$ cat config.mk
export PLATFORM = sky130hd
export DESIGN_NAME = uart_irq_id_fifo_ctrl
export DESIGN_NICKNAME = d
export VERILOG_FILES = /design/src/hw/uart_irq_pkg.sv /design/src/hw/fifo_level_cmp.sv /design/src/hw/char_timeout_timer.sv /design/src/hw/uart_irq_id_fifo_ctrl.sv
export VERILOG_INCLUDE_DIRS = /design/src /design/src/hw
export SDC_FILE = /design/constraint.sdc
export NUM_CORES = 1
export LEC_CHECK = 0
export BUFFER_PORTS_ARGS = -buffer_cell sky130_fd_sc_hd__buf_2
export CAP_MARGIN = 20
export CORE_UTILIZATION = 30
export DETAILED_ROUTE_END_ITERATION = 8
export PLACE_DENSITY_LB_ADDON = 0.08
export SYNTH_ARGS = -nofsm -noshare
export SYNTH_HDL_FRONTEND = slang
export SYNTH_HIERARCHICAL = 1
export SYNTH_SLANG_ARGS = --single-unit
$ cat constraint.sdc
create_clock -name mclk -period 4.75 [get_ports mclk]
set_clock_uncertainty 0.15 [all_clocks]
set_input_delay 0.2375 -clock mclk [delete_from_list [all_inputs] [get_ports mclk]]
set_output_delay 0.2375 -clock mclk [all_outputs]
set_load 0.1 [all_outputs]
$ cat src/hw/uart_irq_regs.svh
// Register offsets, field positions, reset values and counts
`ifndef UART_IRQ_REGS_SVH
`define UART_IRQ_REGS_SVH

`define UART_INTEN_OFS      12'h004
`define UART_IDENT_OFS      12'h008
`define UART_FCTL_OFS       12'h008

`define UART_IDENT_RESET    32'h0000_0001
`define UART_FCTL_RESET     32'h0000_0000
`define UART_FCTL_EN_RESET  1'b0
`define UART_INTEN_RESET    8'h00

`define UART_INTEN_RDA_BIT  0
`define UART_INTEN_THRE_BIT 1
`define UART_INTEN_LS_BIT   2
`define UART_INTEN_MS_BIT   3
`define UART_INTEN_THM_BIT  7
`define UART_INTEN_MASK     8'h8F

`define UART_FCTL_EN_BIT    0
`define UART_FCTL_RXCLR_BIT 1
`define UART_FCTL_TXCLR_BIT 2
`define UART_FCTL_TXT_LSB   4
`define UART_FCTL_RXT_LSB   6

`define UART_FIFO_DEPTH     5'd16
`define UART_RX_TRIG0       5'd1
`define UART_RX_TRIG1       5'd4
`define UART_RX_TRIG2       5'd8
`define UART_RX_TRIG3       5'd14
`define UART_TX_THR0        5'd0
`define UART_TX_THR1        5'd2
`define UART_TX_THR2        5'd4
`define UART_TX_THR3        5'd8

`define UART_TIMEOUT_CHARS  3'd4

`endif

$ cat src/hw/uart_irq_pkg.sv
// Types shared by the interrupt identity and FIFO control logic
package uart_irq_pkg;

   typedef enum logic [3:0] {
      ID_MODEM   = 4'h0,
      ID_NONE    = 4'h1,
      ID_THRE    = 4'h2,
      ID_RDA     = 4'h4,
      ID_LINE    = 4'h6,
      ID_BUSY    = 4'h7,
      ID_TIMEOUT = 4'hC
   } irq_id_type;

   typedef logic [1:0] level_sel_type;

endpackage : uart_irq_pkg

$ cat src/hw/fifo_level_cmp.sv
// Compares a FIFO fill level with one of four selectable thresholds
`timescale 1ns/1ps
module fifo_level_cmp
   import uart_irq_pkg::*;
#(
   parameter logic [4:0] LVL0     = 5'd0,
   parameter logic [4:0] LVL1     = 5'd0,
   parameter logic [4:0] LVL2     = 5'd0,
   parameter logic [4:0] LVL3     = 5'd0,
   parameter bit         AT_ABOVE = 1'b1
) (
   input  wire level_sel_type sel,
   input  wire logic [4:0]    level,
   output wire logic          hit
);

   wire logic [4:0] limit;

   assign limit = (sel == 2'h0) ? LVL0 :
                  (sel == 2'h1) ? LVL1 :
                  (sel == 2'h2) ? LVL2 : LVL3;

   // Receive side fires at or above, transmit side at or below
   assign hit = AT_ABOVE ? (level >= limit) : (level <= limit);

endmodule : fifo_level_cmp

$ cat src/hw/char_timeout_timer.sv
// Counts idle character times while the receive FIFO holds data
`timescale 1ns/1ps
`include "uart_irq_regs.svh"
module char_timeout_timer
   import uart_irq_pkg::*;
(
   input  wire logic mclk,
   input  wire logic arst_n,
   input  wire logic ce,
   input  wire logic enable,
   input  wire logic restart,
   input  wire logic charTick,
   input  wire logic notEmpty,
   output logic      expired_ff
);

   logic [2:0] count_ff;
   wire  logic [2:0] nxt_count;
   wire  logic       atLimit;

   assign atLimit = (count_ff == `UART_TIMEOUT_CHARS);
   assign nxt_count = (restart || !enable || !notEmpty) ? 3'h0 :
                      (charTick && !atLimit) ? count_ff + 3'h1 :
                      count_ff;

   // RULE5 idle character count
   always_ff @(posedge mclk or negedge arst_n) begin
      if (!arst_n) begin
         count_ff   <= 3'h0;
         expired_ff <= 1'b0;
      end else if (ce) begin
         count_ff   <= nxt_count;
         expired_ff <= (nxt_count == `UART_TIMEOUT_CHARS);
      end
   end
endmodule : char_timeout_timer

$ cat src/hw/uart_irq_id_fifo_ctrl.sv
// Interrupt identity and FIFO control of the serial port, APB slave
//
// What this block does
// RULE1 - Identity bits 7:6 read 00 with FIFOs off, 11 with FIFOs on.
// RULE2 - Four-bit ID shows highest pending source; resets to 0001.
// RULE3 - Line status, top priority, on errors; cleared by status or FIFO read.
// RULE4 - Receive data on arrival or trigger level; cleared by read or drop.
// RULE5 - Timeout after 4 idle character times with data; cleared by read.
// RULE6 - Transmit empty on empty holding, or at/below threshold in mode.
// RULE7 - Transmit empty clears on identity read, holding write (outside threshold mode), or refill.
// RULE8 - Modem status on modem input changes; cleared by modem status read.
// RULE9 - With auto flow control, clear-to-send change raises no interrupt.
// RULE10 - Line control write while busy raises busy; status read clears it.
// RULE11 - Receive trigger field 7:6 picks 1, quarter, half, two less.
// RULE12 - In auto flow control, request-to-send drops at receive trigger.
// RULE13 - Receive DMA request (active low) follows the receive trigger with FIFOs on, else receive not empty.
// RULE14 - Transmit threshold field 5:4 picks empty, 2, quarter, half.
// RULE15 - Transmit DMA request (active low) follows the transmit threshold in threshold mode, else holding empty.
// RULE16 - Control bit 2 clears transmit FIFO and its DMA request; self-clears.
// RULE17 - Control bit 1 clears receive FIFO and its DMA request; self-clears.
// RULE18 - Control bit 0 enables both FIFOs; any change resets both.
// RULE19 - Line status interrupt only while its enable bit is set; the bit gates only the setting, so a pending one stays after it clears.
// RULE20 - Enable register bit 7 selects programmable threshold mode while FIFOs are enabled.
// RULE21 - Offset 0x08 reads identity and writes FIFO control.
// RULE22 - FIFO state field follows the last written FIFO enable bit.
`timescale 1ns/1ps
`include "uart_irq_regs.svh"
module uart_irq_id_fifo_ctrl
   import uart_irq_pkg::*;
#(
   parameter bit LEGACY_COMPATIBLE = 1'b0
) (
   input  wire logic        mclk,
   input  wire logic        arst_n,
   input  wire logic        ce,
   input  wire logic        psel,
   input  wire logic        penable,
   input  wire logic        pwrite,
   input  wire logic [11:0] paddr,
   input  wire logic [31:0] pwdata,
   output logic      [31:0] prdata_ff,
   output logic             pready_ff,
   output logic             pslverr_ff,
   input  wire logic        lineError,
   input  wire logic        lsrRead,
   input  wire logic        rbrRead,
   input  wire logic        rxPush,
   input  wire logic        rxPop,
   input  wire logic [4:0]  rxLevel,
   input  wire logic        charTick,
   input  wire logic        holdWrite,
   input  wire logic        txHoldEmpty,
   input  wire logic [4:0]  txLevel,
   input  wire logic        ctsDelta,
   input  wire logic        dsrDelta,
   input  wire logic        riDelta,
   input  wire logic        dcdDelta,
   input  wire logic        msrRead,
   input  wire logic        afcEnable,
   input  wire logic        rtsRequest,
   input  wire logic        lineCtlWrite,
   input  wire logic        portBusy,
   input  wire logic        statusRead,
   output logic             intrPending_ff,
   output logic             rtsOut_n_ff,
   output logic             dmaRxReq_n_ff,
   output logic             dmaTxReq_n_ff,
   output logic             rxFifoClear_ff,
   output logic             txFifoClear_ff,
   output logic             fifoEnable_ff
);

   logic [7:0]    enableReg_ff;
   level_sel_type rxTrig_ff;
   level_sel_type txThr_ff;
   irq_id_type    idCode_ff;
   logic          lsPend_ff;
   logic          rdaFlag_ff;
   logic          threPend_ff;
   logic          threCondPrev_ff;
   logic          msPend_ff;
   logic          busyPend_ff;

   wire logic       accessWait;
   wire logic       xferDone;
   wire logic       hitEnable;
   wire logic       hitId;
   wire logic       mapped;
   wire logic       wrEnable;
   wire logic       wrControl;
   wire logic       idRead;
   wire logic [31:0] rdMux;
   wire logic       ieRda;
   wire logic       ieThre;
   wire logic       ieLs;
   wire logic       ieMs;
   wire logic       thMode;
   wire logic       enToggle;
   wire logic       nxt_txClear;
   wire logic       nxt_rxClear;
   wire logic       rxAtTrig;
   wire logic       txAtThr;
   wire logic       toPend;
   wire logic       lsSet;
   wire logic       lsClr;
   wire logic       rdaPend;
   wire logic       threCond;
   wire logic       threSet;
   wire logic       threClr;
   wire logic       msSet;
   wire logic       busySet;
   wire logic       anyPend;
   wire irq_id_type nxt_idCode;
   wire logic       nxt_dmaRx_n;
   wire logic       nxt_dmaTx_n;
   wire logic       nxt_rts_n;

   // One-wait answer, one cycle late so prdata can come from a flop
   assign accessWait = psel && penable && !pready_ff;
   assign xferDone   = psel && penable && pready_ff;

   // RULE21 shared offset decode
   assign hitEnable = (paddr == `UART_INTEN_OFS);
   assign hitId     = (paddr == `UART_IDENT_OFS);
   assign mapped    = hitEnable || hitId;
   assign wrEnable  = xferDone && pwrite && hitEnable;
   assign wrControl = xferDone && pwrite && hitId;
   assign idRead    = xferDone && !pwrite && hitId;

   // RULE1 fifo state field
   // RULE22 follows enable
   assign rdMux = !pwrite && hitEnable ? {24'h0, enableReg_ff} :
                  !pwrite && hitId     ? {24'h0, {2{fifoEnable_ff}},
                                          2'h0, idCode_ff} : 32'h0;

   assign ieRda  = enableReg_ff[`UART_INTEN_RDA_BIT];
   assign ieThre = enableReg_ff[`UART_INTEN_THRE_BIT];
   assign ieLs   = enableReg_ff[`UART_INTEN_LS_BIT];
   assign ieMs   = enableReg_ff[`UART_INTEN_MS_BIT];
   // RULE20 threshold mode select
   assign thMode = enableReg_ff[`UART_INTEN_THM_BIT] && fifoEnable_ff;

   // RULE18 enable change resets
   assign enToggle = wrControl &&
                     (pwdata[`UART_FCTL_EN_BIT] != fifoEnable_ff);
   // RULE16 transmit clear
   assign nxt_txClear = wrControl &&
                        (pwdata[`UART_FCTL_TXCLR_BIT] || enToggle);
   // RULE17 receive clear
   assign nxt_rxClear = wrControl &&
                        (pwdata[`UART_FCTL_RXCLR_BIT] || enToggle);

   // RULE11 receive trigger levels
   fifo_level_cmp #(
      .LVL0     (`UART_RX_TRIG0),
      .LVL1     (`UART_RX_TRIG1),
      .LVL2     (`UART_RX_TRIG2),
      .LVL3     (`UART_RX_TRIG3),
      .AT_ABOVE (1'b1)
   ) u_rx_cmp (
      .sel   (rxTrig_ff),
      .level (rxLevel),
      .hit   (rxAtTrig)
   );

   // RULE14 transmit thresholds
   fifo_level_cmp #(
      .LVL0     (`UART_TX_THR0),
      .LVL1     (`UART_TX_THR1),
      .LVL2     (`UART_TX_THR2),
      .LVL3     (`UART_TX_THR3),
      .AT_ABOVE (1'b0)
   ) u_tx_cmp (
      .sel   (txThr_ff),
      .level (txLevel),
      .hit   (txAtThr)
   );

   // RULE5 character timeout
   char_timeout_timer u_timeout (
      .mclk       (mclk),
      .arst_n     (arst_n),
      .ce         (ce),
      .enable     (fifoEnable_ff && ieRda),
      .restart    (rxPush || rxPop || rbrRead || rxFifoClear_ff),
      .charTick   (charTick),
      .notEmpty   (rxLevel != 5'd0),
      .expired_ff (toPend)
   );

   // RULE3 line status errors
   // RULE19 gated by enable
   assign lsSet = lineError && ieLs;
   assign lsClr = lsrRead || rxPop || rbrRead;

   // RULE4 receive data source
   assign rdaPend = ieRda && (fifoEnable_ff ? rxAtTrig : rdaFlag_ff);

   // RULE6 transmit empty condition
   assign threCond = thMode ? txAtThr : txHoldEmpty;
   assign threSet  = ieThre && threCond && !threCondPrev_ff;
   // RULE7 transmit empty clear
   assign threClr  = (idRead && prdata_ff[3:0] == ID_THRE) ||
                     (holdWrite && !thMode) || !threCond || !ieThre;

   // RULE8 modem changes
   // RULE9 no cts interrupt under flow control
   assign msSet = ieMs && ((ctsDelta && !afcEnable) ||
                           dsrDelta || riDelta || dcdDelta);

   // RULE10 busy detect
   assign busySet = !LEGACY_COMPATIBLE && lineCtlWrite && portBusy;

   // RULE2 priority encode
   assign anyPend = lsPend_ff || rdaPend || toPend || threPend_ff ||
                    msPend_ff || busyPend_ff;
   assign nxt_idCode = lsPend_ff   ? ID_LINE    :
                       rdaPend     ? ID_RDA     :
                       toPend      ? ID_TIMEOUT :
                       threPend_ff ? ID_THRE    :
                       msPend_ff   ? ID_MODEM   :
                       busyPend_ff ? ID_BUSY    : ID_NONE;

   // RULE13 receive DMA request
   assign nxt_dmaRx_n = nxt_rxClear || rxFifoClear_ff ||
                        !(fifoEnable_ff ? rxAtTrig : rxLevel != 5'd0);
   // RULE15 transmit DMA request
   assign nxt_dmaTx_n = nxt_txClear || txFifoClear_ff ||
                        !(thMode ? txAtThr : txHoldEmpty);
   // RULE12 flow control stop
   assign nxt_rts_n = afcEnable ? (rxAtTrig || !rtsRequest) : !rtsRequest;

   always_ff @(posedge mclk or negedge arst_n) begin
      if (!arst_n) begin
         pready_ff  <= 1'b0;
         prdata_ff  <= 32'h0;
         pslverr_ff <= 1'b0;
      end else if (ce) begin
         pready_ff <= accessWait;
         if (accessWait) begin
            prdata_ff  <= rdMux;
            pslverr_ff <= !mapped;
         end
      end
   end

   always_ff @(posedge mclk or negedge arst_n) begin
      if (!arst_n) begin
         enableReg_ff  <= `UART_INTEN_RESET;
         fifoEnable_ff <= `UART_FCTL_EN_RESET;
         rxTrig_ff     <= 2'h0;
         txThr_ff      <= 2'h0;
      end else if (ce) begin
         if (wrEnable) begin
            enableReg_ff <= pwdata[7:0] & `UART_INTEN_MASK;
         end
         if (wrControl) begin
            fifoEnable_ff <= pwdata[`UART_FCTL_EN_BIT];
            rxTrig_ff     <= pwdata[`UART_FCTL_RXT_LSB +: 2];
            txThr_ff      <= pwdata[`UART_FCTL_TXT_LSB +: 2];
         end
      end
   end

   // Event flags: a set in the clearing cycle wins
   always_ff @(posedge mclk or negedge arst_n) begin
      if (!arst_n) begin
         lsPend_ff       <= 1'b0;
         rdaFlag_ff      <= 1'b0;
         threPend_ff     <= 1'b0;
         threCondPrev_ff <= 1'b0;
         msPend_ff       <= 1'b0;
         busyPend_ff     <= 1'b0;
      end else if (ce) begin
         lsPend_ff       <= lsSet || (lsPend_ff && !lsClr);
         rdaFlag_ff      <= rxPush || (rdaFlag_ff && !rbrRead);
         threPend_ff     <= threSet || (threPend_ff && !threClr);
         threCondPrev_ff <= threCond && ieThre;
         msPend_ff       <= msSet || (msPend_ff && !msrRead);
         busyPend_ff     <= busySet || (busyPend_ff && !statusRead);
      end
   end

   always_ff @(posedge mclk or negedge arst_n) begin
      if (!arst_n) begin
         idCode_ff      <= ID_NONE;
         intrPending_ff <= 1'b0;
         txFifoClear_ff <= 1'b0;
         rxFifoClear_ff <= 1'b0;
         dmaRxReq_n_ff  <= 1'b1;
         dmaTxReq_n_ff  <= 1'b1;
         rtsOut_n_ff    <= 1'b1;
      end else if (ce) begin
         idCode_ff      <= nxt_idCode;
         intrPending_ff <= anyPend;
         txFifoClear_ff <= nxt_txClear;
         rxFifoClear_ff <= nxt_rxClear;
         dmaRxReq_n_ff  <= nxt_dmaRx_n;
         dmaTxReq_n_ff  <= nxt_dmaTx_n;
         rtsOut_n_ff    <= nxt_rts_n;
      end
   end
endmodule : uart_irq_id_fifo_ctrl

==> results of run 1 <==
## kinds of logic after synthesis
logic type,Yosys count,synth area share (%)
mux,15,7.12
flops,38,40.9
simple gates,72,18.7
buf+inv,45,11.5
xor+xnor,1,0.375
other cells,1,0.160
fa+ha+maj,9,4.82
compound gates,46,16.4
## power by group through the flow
stage | combinational [W] | sequential, W | clock (W)
after global placement | 0.000213 | 0.000350 | 0
after floorplan | 0.000141 | 0.000392 | 0
after detailed placement | 0.000213 | 0.000350 | 0
final | 0.000213 | 0.000343 | 0.000233
after CTS | 0.000215 | 0.000343 | 0.000244
after global routing | 0.000226 | 0.000345 | 0.000260
## cells in the mapped netlist (2+ instances only)
cell      count
inv_1        14
and3_1        3
and3b_1       3
mux2_2       13
clkbuf_1      4
nand3_1       3
nand2b_1      7
nor4_2        2
ha_1          9
dfstp_2       4
nor2b_1       3
nor2_1       14
a22o_1        2
nand3b_1      2
nor3_1        6
buf_4        26
o22a_1        2
mux2i_1       2
a21o_1        5
a21oi_1       4
o21a_1        2
a211o_1       2
o21ai_0       6
and2_1        2
a32o_1        7
nand2_1      14
dfrtp_1      34
o22ai_1       2
## per-layer routing
| metal | vias to the layer above | GRT usage [%] | wire [µm] |
|---|---|---|---|
| li1 | 907 | - | - |
| met1 | 866 | 20.0 | 2620 |
| met2 | 63 | 22.3 | 2540 |
| met3 | 2 | 2.86 | 226 |
| met4 | 0 | 3.23 | 26 |
| met5 | - | 0 | 0 |
## flip-flops by register name (all words and copies together) (netlist names), 2 cells and up
signal	count
u_timeout/count_ff	3
idCode_ff	4
enableReg_ff	5
prdata_ff	6
rxTrig_ff	2
txThr_ff	2
## metrics by stage
stage	std cells	power, W
after floorplan	252	0.000532
after CTS	398	0.000803
after global routing	398	0.000830
after global placement	388	0.000563
after detailed placement	388	0.000563
final	398	0.000789
## cell type report
class / instances / share of cell area [%]
clock buffers: 7 / 3.09
well taps: 99 / 4.44
multi-input cells: 169 / 43.3
clock inverters: 1 / 0.179
inverters: 14 / 1.88
repair buffers: 70 / 12.9
flip-flops and latches: 38 / 34.2
## critical path, cell delays in order, from the launching register on
cell,delay (ns)
dfrtp_1,0.42
nor2_1,0.12
ha_1,0.22
nand2b_1,0.15
a2111oi_2,0.37
nor3_1,0.17
mux2_2,0.33
a211oi_2,0.26
nand2_1,0.10
o22a_1,0.18
## worst paths after layout
| kind | from | end | slack [ns] | cells past startpoint |
|---|---|---|---|---|
| min in group asynchronous | arst_n | prdata_ff[7] | 0.45 | 2 |
| worst min register to register | prdata_ff[6] | prdata_ff[6] | 0.33 | 1 |
| worst min-delay path | pwdata[6] | rxTrig_ff[0] | 0.03 | 2 |
| worst max-delay path | rxTrig_ff[1] | intrPending_ff | 2.17 | 9 |
| worst max register to register | rxTrig_ff[1] | intrPending_ff | 2.17 | 9 |
| max in group asynchronous | arst_n | threPend_ff | 3.45 | 2 |
==> flow_summary.toml, run 1 <==
[run_status]
status = "finished clean"

[power_and_ir_drop]
power_density_nw_per_um2 = 283
clock_power_share_pct = 29.5
pwr-share-seq_pct = 43.5
p_sw_share_pct = 37.7
ir_drop_mv = 0.130
p_int_w = 0.000492
leakage_nw = 1.45
p_sw_w = 0.000297
comb_power_share_pct = 27.0

[sta]
fin_crit_sh_pct = 54.2
slew_viol_final = 0
fin_ws_ns = 2.17
fmax_mhz = 388
worst_pin_slew_ns = 0.873
worst_slew_margin_rel_pct = 41.8
fin_crit_ns = 2.58
fin_tns_setup_ns = 0
rsz0062_at_grt = "no"
hold_viol = 0
finalSetupViolations = 0
whs_ns = 0.0283

[clock_network]
cts_num_sinks = 38
post_cts_buffers = 0
cts-root-buf = "clkbuf_8"
cts.reportedPaths.clkPinSlew_ns = 0.08
clock_latency_ns = 0.28
postCtsHoldBufs = 2
htree_levels = 2
cts_tree = "yes"
cts_buffers = 5
cts_buffer_depth = 2
cts_resized = 0

[final_layout]
finish.instance_area_um2 = 2790
fillerInstances = 782
ff_latch_area_um2 = 956
area.growth.synth_to_final_pct = 19.4
drive_gt1_share_pct = 34.1
final_cell_mix = "68 x buf_2, 34 x dfrtp_1, 26 x conb_1"
fin_nets = 385
final_common_cell = "buf_2"
n_antenna_cell = 0
multi_input_area_um2 = 1210
fin_util_pct = 37.7

[floorplan]
die-area_um2 = 8150
die_w_um = 90.3
ios = 119
std_cell_rows = 31
initial_core_util_pct = 31.5
core_um2 = 7410
die_y_um = 90.3

[run]
max_cap_violations = 0

[synthesis]
synth_top_cell_by_area = "dfrtp_1"
yosysUniqueCellTypes = 58
synth_top_area_share_pct = 36.4
postSynthCellCount = 227
async_flop_share_pct = 100
seq_area_frac_synth_pct = 40.9
avgSynthCellArea_um2 = 10.3
synth_flop_cell = "dfrtp_1"
syn_area_um2 = 2340
synth_edf_count = 0
synth_area_leaders = "dfrtp_1 36%, buf_4 8.4%, mux2_2 6.3%, ha_1 4.8%, dfstp_2 4.5%"
yosys_warnings = 6
synth-seq-cells = 38

[worst_setup_path]
start_kind = "flip-flop"
cp_max_fo = 4
crit_required_ns = 4.77
worstPathArrival_ns = 2.60
criticalPathCategory = "flip-flop to flip-flop"
end_kind = "flip-flop"

[global_routing]
grt_use_total_pct = 14.2
grt_pass1_wl_um = 9110
antenna_found_initial = 0
grt_pass1_vias = 1795
grt_max_degree = 39
grt-ovfl-total = 0

[routing]
ant_nets = 0
first_pass_iters = 6
wirelength_um = 5420
route.detailed.drc = 0
wl_per_cell_um = 13.6
drt_iter0_markers = 74
viasPerCell = 4.62
vias = 1838

[placement]
place.port_buffers = 68
place_ws_ns = 2.17
gp_congestion = 0.701
dpl.hpwl_um = 4070
placed_area_um2 = 2680

[worst_hold_path]
min_path_type = "input pin to flip-flop"
Power figures use the tool's default switching activity.
==> run 2, diff against run 1 <==
clock period = 2.37 ns   (was 4.75 ns; I/O delays follow)
==> flow_summary.toml, run 2 (synthesis gave the netlist of run 1 again) <==
[worst_setup_path]
crit_chain = "nand2_1, ha_2, or2_4, a2111oi_4, nor3_2, mux2_4, a211oi_4, nand2_1, o22a_1"
start_kind = "flip-flop"
r2r_cells = 9
crit_required_ns = 2.41
worstPathArrival_ns = 2.38
r2r_slack_ns = 0.03
cp_slowest_cell = "dfrtp_1"
path_depth = 9
end_kind = "flip-flop"
cp_slowest_stage_delay_ns = 0.38
criticalPathCategory = "flip-flop to flip-flop"
crit_top_cell = "nand2_1"
critPathTopFamily = "compound AO/OA/AOI/OAI gates"
cp.buffers_inverters = 0
cp_max_fo = 4

[run_status]
status = "finished clean"

[routing]
drt_iter0_markers = 112
met3_length_um = 200
vias = 1940
viasPerCell = 4.60
wl_met1_um = 2660
dr_wl_met2_um = 2750
routed.top_layer = "met4"
wl_per_cell_um = 13.4
wirelength_um = 5660
route.detailed.drc = 0
ant_nets = 0
first_pass_iters = 4

[final_layout]
fillerInstances = 780
largest_reg_flops = 6
reg_top3 = "prdata_ff (6), enableReg_ff (5), idCode_ff (4)"
fin_nets = 409
largest_register = "prdata_ff"
drive_gt1_share_pct = 36.2
n_antenna_cell = 0
final_cell_mix = "68 x buf_2, 34 x dfrtp_1, 26 x conb_1, 18 x dlygate4sd3_1"
final_cells = 422
ff_latch_area_um2 = 956
final_common_cell = "buf_2"
multi_input_area_um2 = 1260
area.growth.synth_to_final_pct = 31.2

[power_and_ir_drop]
pwr-share-seq_pct = 42.0
power_w = 0.00164
clock_power_share_pct = 29.1
p_int_w = 0.00102
ir_drop_mv = 0.267
p_sw_w = 0.000617
leakage_nw = 1.57
p_sw_share_pct = 37.7
comb_power_share_pct = 28.8
power_density_nw_per_um2 = 533

[worst_hold_path]
whs_path_depth = 4
min_path_type = "input pin to flip-flop"

[sta]
worst_slew_margin_rel_pct = 40.3
fin_crit_sh_pct = 98.9
hold_viol = 0
rsz0062_at_grt = "yes"
slew_viol_final = 0
finalSetupViolations = 0
worst_pin_slew_ns = 0.896
fin_ws_ns = 0.0263
fin_crit_ns = 2.34
fmax_mhz = 427

[floorplan]
ios = 119
die_y_um = 90.3
core_um2 = 7410
initial_core_util_pct = 31.5
die-area_um2 = 8150
die_w_um = 90.3
std_cell_rows = 31

[clock_network]
cts_buffer_depth = 2
cts.reportedPaths.clkPinSlew_ns = 0.08
cts-root-buf = "clkbuf_8"
cts_num_sinks = 38
cts_buffers = 5
cts_tree = "yes"
clock_latency_ns = 0.29
htree_levels = 2

[global_routing]
grt-ovfl-total = 0
grt_use_total_pct = 14.3
antenna_found_initial = 0
grt_max_degree = 39
grt_pass1_vias = 1861
grt_pass1_wl_um = 9180

[placement]
dpl.hpwl_um = 4160
place_ws_ns = -0.0968
gp_congestion = 0.732
place.port_buffers = 68
placedCellCount = 395

[run]
max_cap_violations = 0
[run 2: cell types whose count changed in the layout (fill, tap and decap cells not counted), sizes merged]
cell         change
dlygate4sd3     +16
buf              +8
[run 2: area by class of cell]
type                       instances  area share, %
clock buffer                       7           2.82
clock inverter                     1          0.163
inverter                          14           1.71
multi-input combinational        169           41.2
sequential                        38           31.2
tap                               99           4.04
timing repair buffer              94           18.9
[run 2: path summary, 6_finish.rpt]
check / startpoint / end
max in group asynchronous: arst_n / threCondPrev_ff
max reg2reg: rxTrig_ff[0] / intrPending_ff
max: rxTrig_ff[0] / intrPending_ff
min reg2reg: rtsOut_n_ff / rtsOut_n_ff
min: holdWrite / threPend_ff
min in group asynchronous: arst_n / prdata_ff[1]
[run 2: per-stage QoR]
step,area (µm²),hold slack (ns),utilization (%),TNS [ns]
after global placement,2730,0.122,36.9,-0.100
after detailed placement,2730,0.125,36.9,-0.132
after global routing,3070,0.0179,41.4,-0.194
final,3070,0.0210,41.4,0
after floorplan,2430,-0.327,-,0
after CTS,3020,0.0162,40.8,0
[run 2: timing repair]
item                                   CTS  global route
hold buffers                            18             0
gates resized for setup                  4             6
pin swaps                                8             6
setup endpoints to repair                2             5
buffers inserted                         0             1
endpoints found under the hold margin   52             0
[run 2: metal layers]
metal / vias to the layer above / track usage, %
met5: - / 0
met4: 0 / 4.03
met3: 5 / 2.78
met2: 56 / 22.8
met1: 925 / 19.8
li1: 954 / -
[run 2: worst min-delay path, stage by stage]
cell,delay (ns)
buf_2,0.07
nand2_1,0.04
nand3_1,0.07
o221ai_1,0.10
[run 2: power by group through the flow]
stage,combinational (W),clock (W),sequential (W)
floorplan,0.000282,0,0.000785
global placement,0.000434,0,0.000701
detailed placement,0.000434,0,0.000701
CTS,0.000465,0.000488,0.000689
global route,0.000500,0.000521,0.000691
finish,0.000471,0.000476,0.000688
